[config.mk]
export PLATFORM = sky130hd
export DESIGN_NAME = smp_spi_port
export DESIGN_NICKNAME = d
export VERILOG_FILES = /design/src/smp_pkg.sv /design/src/smp_pins_if.sv /design/src/smp_sync.sv /design/src/smp_spi_port.sv
export SDC_FILE = /design/constraint.sdc
export NUM_CORES = 1
export LEC_CHECK = 0
export BUFFER_PORTS_ARGS = -buffer_cell sky130_fd_sc_hd__buf_2
export CAP_MARGIN = 20
export CELL_PAD_IN_SITES_DETAIL_PLACEMENT = 1
export CELL_PAD_IN_SITES_GLOBAL_PLACEMENT = 1
export CORE_MARGIN = 8
export CORE_UTILIZATION = 30
export CTS_BUF_LIST = sky130_fd_sc_hd__clkbuf_8
export CTS_CLUSTER_DIAMETER = 40
export DETAILED_ROUTE_END_ITERATION = 8
export PLACE_DENSITY_LB_ADDON = 0.12
export RECOVER_POWER = 25
export SYNTH_ARGS = -nofsm -noshare
export SYNTH_HDL_FRONTEND = slang
export SYNTH_SLANG_ARGS = --single-unit
[constraint.sdc]
create_clock -name clk -period 2.2 [get_ports clk]
set_input_delay 0.33 -clock clk [delete_from_list [all_inputs] [get_ports clk]]
set_output_delay 0.33 -clock clk [all_outputs]
set_load 0.05 [all_outputs]
[src/smp_pkg.sv]
// constants, types and helper functions of the serial peripheral port
package smp_pkg;

  // ******************************
  // timing
  // ******************************
  localparam int unsigned CLK_MHZ = 125;
  localparam int unsigned MIN_PHASE_CYC = 2;
  localparam int unsigned SYNC_W = 4;

  // ******************************
  // byte and bit counting
  // ******************************
  localparam logic [3:0] BIT_CNT_ZERO = 4'h0;
  localparam logic [3:0] BIT_CNT_LAST = 4'h7;
  localparam logic [3:0] BIT_CNT_FULL = 4'h8;
  localparam logic [7:0] BYTE_RESET = 8'h00;

  // ******************************
  // half period counts of the serial clock
  // ******************************
  localparam logic [6:0] HALF_DIV2 = 7'h01;
  localparam logic [6:0] HALF_DIV4 = 7'h02;
  localparam logic [6:0] HALF_DIV8 = 7'h04;
  localparam logic [6:0] HALF_DIV16 = 7'h08;
  localparam logic [6:0] HALF_DIV32 = 7'h10;
  localparam logic [6:0] HALF_DIV64 = 7'h20;
  localparam logic [6:0] HALF_DIV128 = 7'h40;
  localparam logic [6:0] HALF_ONE = 7'h01;

  // ******************************
  // master state
  // ******************************
  typedef enum logic [1:0] {
    SMP_IDLE = 2'b01,
    SMP_SHIFT = 2'b10
  } smp_state_t;

  // rate select to half period; seven distinct rates
  function automatic logic [6:0] half_period(input logic [1:0] sel, input logic dbl);
    logic [6:0] h;
    h = HALF_DIV4;
    case ({dbl, sel})
      3'b000: h = HALF_DIV4;
      3'b001: h = HALF_DIV16;
      3'b010: h = HALF_DIV64;
      3'b011: h = HALF_DIV128;
      3'b100: h = HALF_DIV2;
      3'b101: h = HALF_DIV8;
      3'b110: h = HALF_DIV32;
      3'b111: h = HALF_DIV64;
      default: h = HALF_DIV4;
    endcase
    return h;
  endfunction

  // shift one bit in, direction by bit order
  function automatic logic [7:0] shift_in(input logic [7:0] v, input logic b,
                                          input logic lsb);
    return lsb ? {b, v[7:1]} : {v[6:0], b};
  endfunction

  // bit presented on the line
  function automatic logic pick_out(input logic [7:0] v, input logic lsb);
    return lsb ? v[0] : v[7];
  endfunction

endpackage

[src/smp_pins_if.sv]
// pin bundle between the synchroniser and the port core
`timescale 1ns/1ps
`default_nettype none
interface smp_pins_if;
  logic [smp_pkg::SYNC_W-1:0] raw;
  logic [smp_pkg::SYNC_W-1:0] stable;
  modport sync (input raw, output stable);
  modport core (output raw, input stable);
endinterface
`default_nettype wire

[src/smp_sync.sv]
// three stage synchroniser with agreement filter for pin inputs
`timescale 1ns/1ps
`default_nettype none
module smp_sync (
  // clock and reset
  input wire logic clk,
  input wire logic rst_n,
  // pins
  smp_pins_if.sync bus
);

  logic [smp_pkg::SYNC_W-1:0] s1_reg;
  logic [smp_pkg::SYNC_W-1:0] s2_reg;
  logic [smp_pkg::SYNC_W-1:0] s3_reg;
  logic [smp_pkg::SYNC_W-1:0] stable_reg;

  // ******************************
  // stages
  // ******************************
  always_ff @(posedge clk or negedge rst_n)
  begin
    if (!rst_n)
    begin
      s1_reg <= '1;
      s2_reg <= '1;
      s3_reg <= '1;
    end
    else
    begin
      s1_reg <= bus.raw;
      s2_reg <= s1_reg;
      s3_reg <= s2_reg;
    end
  end

  // ******************************
  // change counts once stages two and three agree
  // ******************************
  always_ff @(posedge clk or negedge rst_n)
  begin
    if (!rst_n)
      stable_reg <= '1;
    else
      for (int i = 0; i < smp_pkg::SYNC_W; i++)
        if (s2_reg[i] == s3_reg[i])
          stable_reg[i] <= s3_reg[i];
  end

  assign bus.stable = stable_reg;

endmodule
`default_nettype wire

[src/smp_spi_port.sv]
// byte wide serial peripheral port, master or slave
`timescale 1ns/1ps
`default_nettype none
module smp_spi_port (
  // clock and reset
  input wire logic clk,
  input wire logic rst_n,
  // control
  input wire logic port_enable_bit,
  input wire logic master_select_bit,
  input wire logic transfer_irq_enable,
  input wire logic lsb_first,
  input wire logic rate_select_low,
  input wire logic rate_select_high,
  input wire logic double_speed,
  // user pin directions
  input wire logic user_mosi_dir,
  input wire logic user_sck_dir,
  input wire logic user_miso_dir,
  // data register access
  input wire logic data_wr,
  input wire logic [7:0] data_wdata,
  input wire logic flag_clear,
  // pins
  input wire logic sck_in,
  output logic sck_out,
  output logic sck_oe,
  input wire logic mosi_in,
  output logic mosi_out,
  output logic mosi_oe,
  input wire logic miso_in,
  output logic miso_out,
  output logic miso_oe,
  input wire logic ss_n_in,
  // status
  output logic [7:0] rx_data,
  output logic transfer_done_flag,
  output logic write_collision_flag,
  output logic irq,
  output logic busy
);

  // ******************************
  // declarations
  // ******************************
  smp_pkg::smp_state_t state_reg;
  logic [6:0] half_cnt_reg;
  logic [3:0] bit_cnt_reg;
  logic [7:0] shift_reg;
  logic [7:0] spi_data_reg;
  logic [7:0] rx_data_reg;
  logic samp_reg;
  logic out_bit_reg;
  logic sck_out_reg;
  logic sck_prev_reg;
  logic done_flag_reg;
  logic wcol_reg;
  logic irq_reg;
  logic busy_reg;
  logic sck_oe_reg;
  logic mosi_oe_reg;
  logic miso_oe_reg;
  logic sck_s;
  logic mosi_s;
  logic miso_s;
  logic ss_n_s;
  logic master_mode;
  logic slave_mode;
  logic slave_sel;
  logic slave_idle;
  logic m_tick;
  logic rise;
  logic fall;
  logic in_bit;
  logic busy_now;
  logic wr_ok;
  logic wr_col;
  logic start;
  logic done_ev;
  logic [7:0] shifted;
  logic [6:0] half;

  // ******************************
  // pin synchroniser
  // ******************************
  smp_pins_if pins ();
  assign pins.raw = {ss_n_in, miso_in, mosi_in, sck_in};
  smp_sync u_sync (
    .clk(clk),
    .rst_n(rst_n),
    .bus(pins.sync)
  );
  assign sck_s = pins.stable[0];
  assign mosi_s = pins.stable[1];
  assign miso_s = pins.stable[2];
  assign ss_n_s = pins.stable[3];

  // ******************************
  // decode
  // ******************************
  always_comb
  begin
    master_mode = port_enable_bit & master_select_bit;
    slave_mode = port_enable_bit & ~master_select_bit;
    slave_sel = slave_mode & ~ss_n_s;
    slave_idle = slave_mode & ss_n_s;
    half = smp_pkg::half_period({rate_select_high, rate_select_low}, double_speed);
    m_tick = (state_reg == smp_pkg::SMP_SHIFT) && (half_cnt_reg == smp_pkg::HALF_ONE);
    rise = (m_tick & ~sck_out_reg) | (slave_sel & sck_s & ~sck_prev_reg);
    fall = (m_tick & sck_out_reg) | (slave_sel & ~sck_s & sck_prev_reg);
    in_bit = master_mode ? miso_s : mosi_s;
    busy_now = (state_reg == smp_pkg::SMP_SHIFT) ||
               (slave_sel && bit_cnt_reg != smp_pkg::BIT_CNT_ZERO);
    wr_ok = data_wr & port_enable_bit & ~busy_now;
    wr_col = data_wr & port_enable_bit & busy_now;
    start = wr_ok & master_mode;
    done_ev = fall && (bit_cnt_reg == smp_pkg::BIT_CNT_FULL);
    shifted = smp_pkg::shift_in(shift_reg, samp_reg, lsb_first);
  end

  // ******************************
  // master state
  // ******************************
  always_ff @(posedge clk or negedge rst_n)
  begin
    if (!rst_n)
      state_reg <= smp_pkg::SMP_IDLE;
    else if (!master_mode)
      state_reg <= smp_pkg::SMP_IDLE;
    else
      case (state_reg)
        smp_pkg::SMP_IDLE:
          if (start)
            state_reg <= smp_pkg::SMP_SHIFT;
        smp_pkg::SMP_SHIFT:
          if (fall && bit_cnt_reg == smp_pkg::BIT_CNT_FULL)
            state_reg <= smp_pkg::SMP_IDLE;
        default:
          state_reg <= smp_pkg::SMP_IDLE;
      endcase
  end

  // ******************************
  // master clock generator
  // ******************************
  always_ff @(posedge clk or negedge rst_n)
  begin
    if (!rst_n)
      half_cnt_reg <= smp_pkg::HALF_ONE;
    else if (start || m_tick)
      half_cnt_reg <= half;
    else if (state_reg == smp_pkg::SMP_SHIFT)
      half_cnt_reg <= half_cnt_reg - smp_pkg::HALF_ONE;
  end

  always_ff @(posedge clk or negedge rst_n)
  begin
    if (!rst_n)
      sck_out_reg <= 1'b0;
    else if (!master_mode || state_reg != smp_pkg::SMP_SHIFT)
      sck_out_reg <= 1'b0;
    else if (m_tick)
      sck_out_reg <= ~sck_out_reg;
  end

  always_ff @(posedge clk or negedge rst_n)
  begin
    if (!rst_n)
      sck_prev_reg <= 1'b1;
    else
      sck_prev_reg <= sck_s;
  end

  // ******************************
  // bit counter
  // ******************************
  always_ff @(posedge clk or negedge rst_n)
  begin
    if (!rst_n)
      bit_cnt_reg <= smp_pkg::BIT_CNT_ZERO;
    else if (!port_enable_bit || slave_idle || start)
      bit_cnt_reg <= smp_pkg::BIT_CNT_ZERO;
    else if (rise)
      bit_cnt_reg <= bit_cnt_reg + 4'h1;
    else if (fall && bit_cnt_reg == smp_pkg::BIT_CNT_FULL)
      bit_cnt_reg <= smp_pkg::BIT_CNT_ZERO;
  end

  // ******************************
  // shift register and transmit data
  // ******************************
  always_ff @(posedge clk or negedge rst_n)
  begin
    if (!rst_n)
      spi_data_reg <= smp_pkg::BYTE_RESET;
    else if (wr_ok)
      spi_data_reg <= data_wdata;
  end

  always_ff @(posedge clk or negedge rst_n)
  begin
    if (!rst_n)
    begin
      shift_reg <= smp_pkg::BYTE_RESET;
      samp_reg <= 1'b0;
      out_bit_reg <= 1'b0;
    end
    else if (wr_ok)
    begin
      shift_reg <= data_wdata;
      out_bit_reg <= smp_pkg::pick_out(data_wdata, lsb_first);
    end
    else if (slave_idle)
    begin
      shift_reg <= spi_data_reg;
      out_bit_reg <= smp_pkg::pick_out(spi_data_reg, lsb_first);
    end
    else if (rise)
      samp_reg <= in_bit;
    else if (fall && bit_cnt_reg == smp_pkg::BIT_CNT_FULL)
    begin
      shift_reg <= spi_data_reg;
      out_bit_reg <= smp_pkg::pick_out(spi_data_reg, lsb_first);
    end
    else if (fall)
    begin
      shift_reg <= shifted;
      out_bit_reg <= smp_pkg::pick_out(shifted, lsb_first);
    end
  end

  // ******************************
  // receive buffer and flags
  // ******************************
  always_ff @(posedge clk or negedge rst_n)
  begin
    if (!rst_n)
      rx_data_reg <= smp_pkg::BYTE_RESET;
    else if (done_ev)
      rx_data_reg <= shifted;
  end

  always_ff @(posedge clk or negedge rst_n)
  begin
    if (!rst_n)
      done_flag_reg <= 1'b0;
    else if (done_ev)
      done_flag_reg <= 1'b1;
    else if (flag_clear)
      done_flag_reg <= 1'b0;
  end

  always_ff @(posedge clk or negedge rst_n)
  begin
    if (!rst_n)
      wcol_reg <= 1'b0;
    else if (wr_col)
      wcol_reg <= 1'b1;
    else if (flag_clear)
      wcol_reg <= 1'b0;
  end

  always_ff @(posedge clk or negedge rst_n)
  begin
    if (!rst_n)
    begin
      irq_reg <= 1'b0;
      busy_reg <= 1'b0;
    end
    else
    begin
      irq_reg <= port_enable_bit & transfer_irq_enable & done_flag_reg;
      busy_reg <= busy_now;
    end
  end

  // ******************************
  // pin direction overrides
  // ******************************
  always_ff @(posedge clk or negedge rst_n)
  begin
    if (!rst_n)
    begin
      sck_oe_reg <= 1'b0;
      mosi_oe_reg <= 1'b0;
      miso_oe_reg <= 1'b0;
    end
    else
    begin
      sck_oe_reg <= master_mode & user_sck_dir;
      mosi_oe_reg <= master_mode & user_mosi_dir;
      miso_oe_reg <= slave_sel & user_miso_dir;
    end
  end

  // ******************************
  // outputs
  // ******************************
  assign sck_out = sck_out_reg;
  assign sck_oe = sck_oe_reg;
  assign mosi_out = out_bit_reg;
  assign mosi_oe = mosi_oe_reg;
  assign miso_out = out_bit_reg;
  assign miso_oe = miso_oe_reg;
  assign rx_data = rx_data_reg;
  assign transfer_done_flag = done_flag_reg;
  assign write_collision_flag = wcol_reg;
  assign irq = irq_reg;
  assign busy = busy_reg;
endmodule
`default_nettype wire

; ---- Word-level counts from Yosys, hierarchy flattened
; Memories as Yosys holds them, arrays and structs flattened.
; Index checks and enable logic that the tools add are counted.
[totals]
regBits = 64
rom_bits = 56
inputBits = 26
out_inout_bits = 18
word_cells = 117
mem_count = 1
[classes]
addsub = 2
eq_ne = 12
mux = 29
bitwise = 29
reduce_logical = 20
[mem_list]
columns = name, depth, width, rd, rd_ports_with_merged_regs, write_ports, line_no
row1 = (name not given), 8, 7, 1, 0, 0, smp_pkg.sv:43  ; case ({dbl, sel})
[op_table]
columns = cell, count
row1 = 8-bit 2-to-1 mux, 6
row2 = 1-bit AND, 19
row3 = 1-bit 2-to-1 mux, 14
row4 = 7-bit 2-to-1 mux, 2
row5 = 4-bit 2-to-1 mux, 3
row6 = 1-bit NOT, 8
row7 = 2-bit nonzero test, 4
row8 = 4-bit nonzero test, 2
row9 = 7-bit by 1-bit equality test with 1-bit output (second input constant), 1
row10 = 7-bit by 1-bit subtractor with 7-bit output (second input constant), 1
row11 = 2-bit 2-to-1 mux, 3
row12 = 3-bit inequality test (second input constant), 2
row13 = 1-bit logical OR, 5
row14 = 4-bit by 1-bit adder with 4-bit output (second input constant), 1
row15 = 1-bit equality test, 4
row16 = 4-bit equality test (second input constant), 1
row17 = 2-bit one-hot mux with 2 select lines, 1
row18 = 2-bit AND reduction, 2
row19 = 1-bit logical AND, 3
row20 = 3-bit by 2-bit inequality test with 1-bit output (second input constant), 1
row21 = 3-bit AND reduction, 1
row22 = 3-bit nonzero test, 1
row23 = 2-bit by 1-bit equality test with 1-bit output (second input constant), 1
row24 = 2-bit equality test (second input constant), 1
row25 = other kinds (3), 5

; ---- Depth between registers and ports, before layout
; Gate-level depths: netlist of run 1.
[logic_depth]
word_depth = 11
depth_mapped = 9
depth_no_buf = 7

; ---- By module
; A second synthesis of run 1 with hierarchy kept.
[hier_totals]
cells_unflattened = 279
hier_area_um2 = 3045.4
[by_module_without_submodules]
columns = module, instances, cells_per_inst, area_each_um2, seq_area_each_um2
row1 = smp_spi_port, 1, 259, 2580.0, 1204.9
row2 = smp_sync, 1, 20, 465.4, 420.4

; ---- Least setup slack after synthesis of run 1
; No wires, ideal clock.
[synth_path]
path_kind = register to register
startpoint = register half_cnt_reg[0]
endpoint = register shift_reg[7]
setup_ns = 0.084
t_arrival_ns = 2.005
required_time_ns = 2.116
path_slack_ns = 0.112
path_stages_with_launch = 8
n_path_buf = 1
period_less_slack_ns = 2.088
path_cell_list = dfstp_2 > ha_1 > or4bb_1 > o211ai_2 > a21oi_2 > or2_1 > buf_6 > a41oi_2
[synth_between]
elab_chain_cells = 9
elab_cells_between_ends = 14
classes_between = eq/ne (2) / mux (4) / bitwise (4) / reduce/logical (4)
[synth_lines]
columns = element, line_no
row1 = from (decl), smp_spi_port.sv:47  ; logic [6:0] half_cnt_reg;
row2 = from (signal assigned), smp_spi_port.sv:149  ; half_cnt_reg <= smp_pkg::HALF_ONE;
row3 = from (signal assigned), smp_spi_port.sv:151  ; half_cnt_reg <= half;
row4 = from (signal assigned), smp_spi_port.sv:153  ; half_cnt_reg <= half_cnt_reg - smp_pkg::HALF_ONE;
row5 = 7-bit by 1-bit equality test with 1-bit output (*), smp_spi_port.sv:108  ; m_tick = (state_reg == smp_pkg::SMP_SHIFT) && (half_cnt_reg == smp_pkg::HALF_ONE);
row6 = 1-bit logical AND (*), smp_spi_port.sv:108
row7 = 1-bit AND, smp_spi_port.sv:110  ; fall = (m_tick & sck_out_reg) | (slave_sel & ~sck_s & sck_prev_reg);
row8 = 1-bit bitwise OR, smp_spi_port.sv:110
row9 = 1-bit logical AND, smp_spi_port.sv:220  ; else if (fall && bit_cnt_reg == smp_pkg::BIT_CNT_FULL)
row10 = 8-bit 2-to-1 mux, smp_spi_port.sv:220
row11 = 8-bit 2-to-1 mux, smp_spi_port.sv:218  ; else if (rise)
row12 = 8-bit 2-to-1 mux, smp_spi_port.sv:213  ; else if (slave_idle)
row13 = 8-bit 2-to-1 mux, smp_spi_port.sv:208  ; else if (wr_ok)
row14 = to (signal assigned), smp_spi_port.sv:210  ; shift_reg <= data_wdata;
row15 = to (signal assigned), smp_spi_port.sv:215  ; shift_reg <= spi_data_reg;
row16 = to (signal assigned), smp_spi_port.sv:222  ; shift_reg <= spi_data_reg;
row17 = to (decl), smp_spi_port.sv:49  ; logic [7:0] shift_reg;
; Mark *: on every way between the ends. The rest lies on a longest branch, timed or not. The select of a mux whose other input is x is not followed.
; A chain may end at the register's enable or synchronous reset.

; ---- Worst setup path after layout of run 1
[layout_path]
startpoint = register bit_cnt_reg[0]
endpoint = register bit_cnt_reg[0]
[layout_between]
elab_chain_cells = 8
elab_cells_between_ends = 13
classes_between = add/sub (1) / eq/ne (1) / mux (2) / bitwise (3) / reduce/logical (6)
[layout_lines]
columns = element, line_no
row1 = from (decl), smp_spi_port.sv:48  ; logic [3:0] bit_cnt_reg;
row2 = from (signal assigned), smp_spi_port.sv:180  ; bit_cnt_reg <= smp_pkg::BIT_CNT_ZERO;
row3 = from (signal assigned), smp_spi_port.sv:182  ; bit_cnt_reg <= smp_pkg::BIT_CNT_ZERO;
row4 = from (signal assigned), smp_spi_port.sv:184  ; bit_cnt_reg <= bit_cnt_reg + 4'h1;
row5 = 4-bit nonzero test, smp_spi_port.sv:113  ; (slave_sel && bit_cnt_reg != smp_pkg::BIT_CNT_ZERO);
row6 = 1-bit logical AND, smp_spi_port.sv:113
row7 = 1-bit logical OR, smp_spi_port.sv:112  ; busy_now = (state_reg == smp_pkg::SMP_SHIFT) ||
row8 = 1-bit NOT, smp_spi_port.sv:114  ; wr_ok = data_wr & port_enable_bit & ~busy_now;
row9 = 1-bit AND, smp_spi_port.sv:114
row10 = 1-bit AND, smp_spi_port.sv:116  ; start = wr_ok & master_mode;
row11 = 1-bit logical OR, smp_spi_port.sv:181  ; else if (!port_enable_bit || slave_idle || start)
row12 = 3-bit nonzero test (no line) / 4-bit 2-to-1 mux (equally long branches), -
; Parallel ways exist; a longest one is shown, timed or not.

==> results of run 1 <==
==> power breakdown <==
group | internal (mW) | total [mW] | leakage [nW] | switching (mW)
Combinational | 0.242 | 0.543 | 0.848 | 0.302
Clock | 0.650 | 1.17 | 0.114 | 0.521
Sequential | 1.30 | 1.40 | 0.781 | 0.0933
==> cells in the final DEF (no fill, tap or decap), drive strengths merged, types with 5 or more instances in the layout <==
cell	netlist	routed
a21oi	15	15
a41oi	8	8
and3	5	5
buf	11	71
clkbuf	0	12
dfrtp	45	45
dfstp	19	19
inv	9	10
mux2i	9	9
nand2	27	27
nand2b	5	5
nand3	14	14
nor2	13	13
nor3	9	9
o21ai	11	11
or3	8	8
xnor2	6	6
==> per-stage QoR <==
| step | instances | util, % | hold WS, ps | setup slack, ps |
|---|---|---|---|---|
| 6_report | 482 | 39.8 | 81.8 | 90.5 |
| 5_1_grt | 482 | 39.8 | 51.2 | -14.5 |
| 4_1_cts | 480 | 39.2 | 57.7 | 10.5 |
| 3_5_place_dp | 463 | 36.6 | 347 | -169 |
| 3_3_place_gp | 463 | 36.6 | 346 | -62.6 |
| 2_1_floorplan | 269 | - | 34.4 | 112 |
==> metal layers <==
layer / vias to the layer above / share of wire [%] / wire (µm)
li1: 1117 / - / -
met4: 0 / 1.2 / 95
met3: 9 / 3.3 / 263
met5: - / 0 / 0
met2: 31 / 48 / 3820
met1: 1187 / 48 / 3840
==> path summary, 6_finish.rpt <==
| path | from | to | cells past startpoint |
|---|---|---|---|
| max in group asynchronous | rst_n | spi_data_reg[4] | 3 |
| min reg2reg | u_sync.s1_reg[2] | u_sync.s2_reg[2] | 0 |
| max | bit_cnt_reg[0] | bit_cnt_reg[0] | 8 |
| max reg2reg | bit_cnt_reg[0] | bit_cnt_reg[0] | 8 |
| min in group asynchronous | rst_n | mosi_oe | 3 |
| min | mosi_in | u_sync.s1_reg[1] | 1 |
==> kinds of logic (layout without fill, tap and decap cells) <==
logic type,after synthesis,in the layout,share of synthesized area (%)
AO/OA/AOI/OAI,51,51,13.8
XOR/XNOR,8,8,2.30
adder cells (fa/ha/maj),8,8,2.96
buffers and inverters,20,100,3.90
flip-flops,64,64,53.4
multiplexers,11,11,3.70
AND/OR/NAND/NOR,107,107,19.9
==> layout make-up <==
type                    count  share of cell area [%]
flip-flops and latches     64                    41.6
clock inverters             7                    2.66
well taps                 133                    4.26
multi-input cells         185                    35.1
clock buffers               9                    3.17
inverters                   9                   0.865
repair buffers             75                    12.4
==> what timing repair did <==
| item | CTS | global route |
|---|---|---|
| hold endpoints to repair | 23 | 0 |
| endpoints found under the setup margin | 9 | 16 |
| pin swaps | 0 | 2 |
| gates resized for setup | 5 | 13 |
| buffers inserted | 0 | 2 |
| hold buffers | 1 | 0 |
==> out/metrics.cfg, run 1 <==
[sta]
slew_headroom_pct = 4.34
skew_ps = 17.6
fmaxAchievable_ghz = 0.474
fin_crit_sh_pct = 95.9
tightest_slew_ps = 1430
setup_viol = 0
finalMaxSlewViolations = 0
finalHoldViolCount = 0
tns_ps = 0
period_minus_slack_ps = 2110

[clock_network]
cts_buffers = 9
cts-htree-levels = 3
cts_buffer_depth = 2
cts_tree = yes
root_buffer = clkbuf_8
cts.sinks = 64
path_clk_slew_ps = 80
worstSkewPairLatency_ps = 350

[final_layout]
num-nets-final = 374
multiInputGateArea_um2 = 1370
seq_area_um2 = 1630
drive_gt1_share_pct = 38.1
fillers = 1135
fin_area_um2 = 3910
antenna_cells = 0
areaGrowthSynthToFinish_pct = 28.2

[detailed_routing]
routed_wl_um = 8020
drcViolationCount = 0
viasPerCell = 4.86
drt_iter0_drc = 80
dr.pass1.iters = 4
routedWlPerCell_um = 16.6
vias = 2344
drtAntennaViolNets = 0

[synth]
ys_types = 54
synth_edf_count = 0
synthTopCellsByArea = dfrtp_1, dfstp_2, a41oi_2, nand2_1, mux2i_1
ys_seq_area_share_pct = 53.4
synth-seq-cells = 64
syn_avg_cell_area_um2 = 11.3
yosys_warnings = 0
syn_area_um2 = 3050
synthTopCellsByCount = dfrtp_1, nand2_1, dfstp_2
ys_async_sr_fraction_pct = 100
synth_top_flop_cell = dfrtp_1
synth_top_area_share_pct = 37.0
syn_nets = 299
synth.most_common_cell = dfrtp_1
synth_cells = 269
synth_top_area_cell = dfrtp_1

[pwr]
power_mw = 3.11
ir_worst_vdd_uv = 343
power_density_nw_per_um2 = 796
p_leak_nw = 1.74

[global_routing]
grtUsageMet2_pct = 19.8
overflow = 0
grt.total_usage_pct = 12.6
grt_util_met3_pct = 3.36
grt_pass1_wl_um = 13200
grt_pass1_vias = 2510
grt.busiest_layer = met2
grt_use_met1_pct = 16.5
grt_max_degree = 65
antenna_found_initial = 0

[outcome]
status = complete, no violations

[min_path]
hold_path.class = input port to flip-flop

[worst_setup_path]
path_buf_inv = 2
r2r_slack_ps = 90
crit_path_top_delay_cell = dfrtp_1
cp.arrival_ps = 2340
startpoint_type = flip-flop
max_stage_delay_ps = 410
crit_type = flip-flop to flip-flop
path_cells = inv_2, ha_4, or3b_4, a211oi_4, buf_4, a21oi_2, and3_4, mux2_4
worst_ep_required_time_ps = 2430
endpoint_kind = flip-flop
cpLargestDelayFamily = simple AND/OR/NAND/NOR gates
cp_max_fo = 3

[place]
place_area_um2 = 3600
port_buffers = 43
gp_congestion = 0.741
dp_hpwl_um = 5720

[floorplan]
rows = 36
start_util_pct = 31.0
die-area_um2 = 13600
io_pins = 44
die_width_um = 117
die_height_um = 117
core-area_um2 = 9820

[job]
cap_violations = 0

No activity file was read; power rests on OpenSTA's default activity.
==> run 2: changes to the inputs <==
--- a/config.mk
+++ b/config.mk
@@ -5,6 +5,7 @@
 export SDC_FILE = /design/constraint.sdc
 export NUM_CORES = 1
 export LEC_CHECK = 0
+export ABC_AREA = 1
 export BUFFER_PORTS_ARGS = -buffer_cell sky130_fd_sc_hd__buf_2
 export CAP_MARGIN = 20
 export CELL_PAD_IN_SITES_DETAIL_PLACEMENT = 1
==> constraint.sdc (replaced) <==
create_clock -name clk -period 2.2 [get_ports clk]
set_input_delay 0.33 -clock clk [delete_from_list [all_inputs] [get_ports clk]]
set_output_delay 0.33 -clock clk [all_outputs]
set_load 0.01 [all_outputs]
==> out/metrics.cfg, run 2 <==
[clock_network]
cts.sinks = 64  ; unchanged
cts_buffers = 9  ; unchanged
path_clk_slew_ps = 70  ; was 80 ps
cts_tree = yes  ; unchanged
worstSkewPairLatency_ps = 340  ; was 350 ps
postCtsSetupRepairBufs = 0  ; unchanged
root_buffer = clkbuf_8  ; unchanged
cts_resized = 0  ; was 5
cts-htree-levels = 3  ; unchanged
cts_buffer_depth = 2  ; unchanged

[final_layout]
layout_common_cells = nand2_1, dfrtp_1, buf_2  ; was dfrtp_1, buf_2, nand2_1
antenna_cells = 0  ; unchanged
fin_util_pct = 36.9  ; was 39.8%
areaGrowthSynthToFinish_pct = 20.2  ; was 28.2%
final_common_cell = nand2_1  ; was dfrtp_1
drive_gt1_share_pct = 22.8  ; was 38.1%
num-nets-final = 420  ; was 374

[synth]
ys_types = 34  ; was 54
synthTopCellsByCount = nand2_1, dfrtp_1, inv_1  ; was dfrtp_1, nand2_1, dfstp_2
synth_top_area_share_pct = 37.9  ; was 37.0%
synth_compound_area_share_pct = 9.31  ; was 13.8%
yosys.area_share.simple_pct = 24.5  ; was 19.9%
ys_async_sr_fraction_pct = 100  ; unchanged
ys_seq_area_share_pct = 54.7  ; was 53.4%
synth_top_flop_cell = dfrtp_1  ; unchanged
synth-seq-cells = 64  ; unchanged
syn_avg_cell_area_um2 = 8.79  ; was 11.3 µm²
synthTopCellsByArea = dfrtp_1, dfstp_2, nand2_1, nand3_1, inv_1  ; was dfrtp_1, dfstp_2, a41oi_2, nand2_1, mux2i_1
synth_cells = 338  ; was 269
syn_area_um2 = 2970  ; was 3050 µm²
synth.most_common_cell = nand2_1  ; was dfrtp_1
synth_top_family_by_area = simple AND/OR/NAND/NOR gates  ; unchanged
synth_xor_area_share_pct = 1.18  ; was 2.30%
synth_edf_count = 0  ; unchanged
yosys_warnings = 0  ; unchanged
synth_top_area_cell = dfrtp_1  ; unchanged
synth_fa_ha_area_share_pct = 3.03  ; was 2.96%
muxShareOfSynthArea_pct = 0.337  ; was 3.70%
syn_nets = 368  ; was 299

[sta]
finalMaxSlewViolations = 0  ; unchanged
rsz0062_at_grt = no
skew_ps = 12.2  ; was 17.6 ps
finalHoldViolCount = 0  ; unchanged
slew_headroom_pct = 3.83  ; was 4.34%
fmaxAchievable_ghz = 0.500  ; was 0.474 GHz
tns_ps = 0  ; unchanged
setup_ws_ps = 198  ; was 90.5 ps
tightest_slew_ps = 1440  ; was 1430 ps
fin_crit_sh_pct = 91.0  ; was 95.9%
setup_viol = 0  ; unchanged
period_minus_slack_ps = 2000  ; was 2110 ps

[floorplan]
io_pins = 44  ; unchanged
die-area_um2 = 13300  ; was 13600 µm²
rows = 36  ; unchanged
die_width_um = 116  ; was 117 µm
die_height_um = 116  ; was 117 µm
start_util_pct = 30.7  ; was 31.0%
core-area_um2 = 9680  ; was 9820 µm²

[worst_setup_path]
cp_common_cell = nand2_2
startpoint_type = flip-flop  ; unchanged
max_stage_delay_ps = 400  ; was 410 ps
cp_max_fo = 15  ; was 3
cp.arrival_ps = 2240  ; was 2340 ps
path_buf_inv = 2  ; unchanged
endpoint_kind = flip-flop  ; unchanged
worst_ep_required_time_ps = 2430  ; about the same
crit_type = flip-flop to flip-flop  ; unchanged
path_cells = inv_1, ha_1, nand3_1, nand2_2, nand3_4, inv_4, nand2_2, nand2_2, o31ai_1, nand2_1, nand2_1  ; was inv_2, ha_4, or3b_4, a211oi_4, buf_4, a21oi_2, and3_4, mux2_4
cpLargestDelayFamily = simple AND/OR/NAND/NOR gates  ; unchanged
crit_path_top_delay_cell = dfrtp_1  ; unchanged

[global_routing]
overflow = 0  ; unchanged
grt_pass1_wl_um = 12600  ; was 13200 µm
antenna_found_initial = 0  ; unchanged
grt_max_degree = 65  ; unchanged
grt_pass1_vias = 2506  ; was 2510
grt.total_usage_pct = 12.1  ; was 12.6%

[detailed_routing]
routedWlPerCell_um = 14.1  ; was 16.6 µm
wl_met1_um = 3740  ; was 3840 µm
drcViolationCount = 0  ; unchanged
drt_iter0_drc = 85  ; was 80
wl_met3_um = 293  ; was 263 µm
viasPerCell = 4.53  ; was 4.86
routed_wl_um = 7470  ; was 8020 µm
drtAntennaViolNets = 0  ; unchanged
highest_layer = met4  ; unchanged
route.met2.wl_um = 3320  ; was 3820 µm
vias = 2391  ; was 2344
dr.pass1.iters = 4  ; unchanged

[min_path]
hold_path.class = input port to flip-flop  ; unchanged

[place]
port_buffers = 43  ; unchanged
gp_congestion = 0.776  ; was 0.741
dp_hpwl_um = 5520  ; was 5720 µm
dpl_worst_slack_ps = 163  ; was -169 ps

[pwr]
ir_worst_vdd_uv = 272  ; was 343 µV
p_leak_nw = 1.81  ; was 1.74 nW
power_density_nw_per_um2 = 831  ; was 796 nW/µm²

[outcome]
status = complete, no violations  ; unchanged

[job]
cap_violations = 0  ; unchanged

[run 2: cell types whose count changed in the layout (fill, tap and decap cells not counted), sizes merged, moves of 8 or more]
cell   delta
a41oi     -8
buf      -25
inv      +31
mux2i     -8
nand2    +66
nand3    +23
nor2     +12
o21ai    +18
or3       -8
[run 2: worst paths after layout]
kind	from	endpoint	slack, ps	cells after the start
worst max-delay path	bit_cnt_reg[0]	half_cnt_reg[2]	200	11
worst min-delay path	ss_n_in	u_sync.s1_reg[3]	90	1
worst max register to register	bit_cnt_reg[0]	half_cnt_reg[2]	200	11
worst min register to register	u_sync.s1_reg[3]	u_sync.s2_reg[3]	360	0
max in group asynchronous	rst_n	write_collision_flag	360	3
min in group asynchronous	rst_n	half_cnt_reg[3]	920	3
[run 2: routing by layer]
metal	up-vias	track usage (%)
met3	11	2.81
met4	0	5.08
li1	1191	-
met5	-	0
met2	46	18.4
met1	1143	16.1
[run 2: stage by stage]
step                cell area (µm²)  std cells  power [mW]  hold WS (ps)
global route                   3570        528        3.14          61.6
global placement               3350        511        1.82           346
detailed placement             3350        511        1.82           348
floorplan                      2970        338        1.66          34.4
CTS                            3590        528        3.04          66.7
finish                         3570        528        2.97          85.0
[run 2: final cells by class]
| cell class | count | area [µm²] |
|---|---|---|
| Tap cell | 133 | 166 |
| Fill cell | 1158 | 6110 |
| Clock inverter | 5 | 78.8 |
| Multi-Input combinational cell | 225 | 1140 |
| Sequential cell | 64 | 1630 |
| Clock buffer | 11 | 151 |
| Timing Repair Buffer | 49 | 255 |
| Inverter | 41 | 156 |
[run 2: cells by family (layout without fill, tap and decap cells)]
kind of cell / after synthesis / count (layout)
flip-flops: 64 / 64
XOR/XNOR: 4 / 4
AO/OA/AOI/OAI: 48 / 48
adder cells (fa/ha/maj): 8 / 8
buffers and inverters: 49 / 106
multiplexers: 1 / 1
AND/OR/NAND/NOR: 164 / 164
[run 2: where the power goes]
group	switching, mW	internal (mW)	total [mW]
Clock	0.485	0.698	1.18
Sequential	0.0692	1.30	1.37
Combinational	0.264	0.153	0.416
Total	0.818	2.15	2.97
[run 2: repair_timing]
item | in CTS | in global routing
hold buffers | 1 | 0
setup endpoints to repair | 0 | 0
hold endpoints to repair | 14 | 0
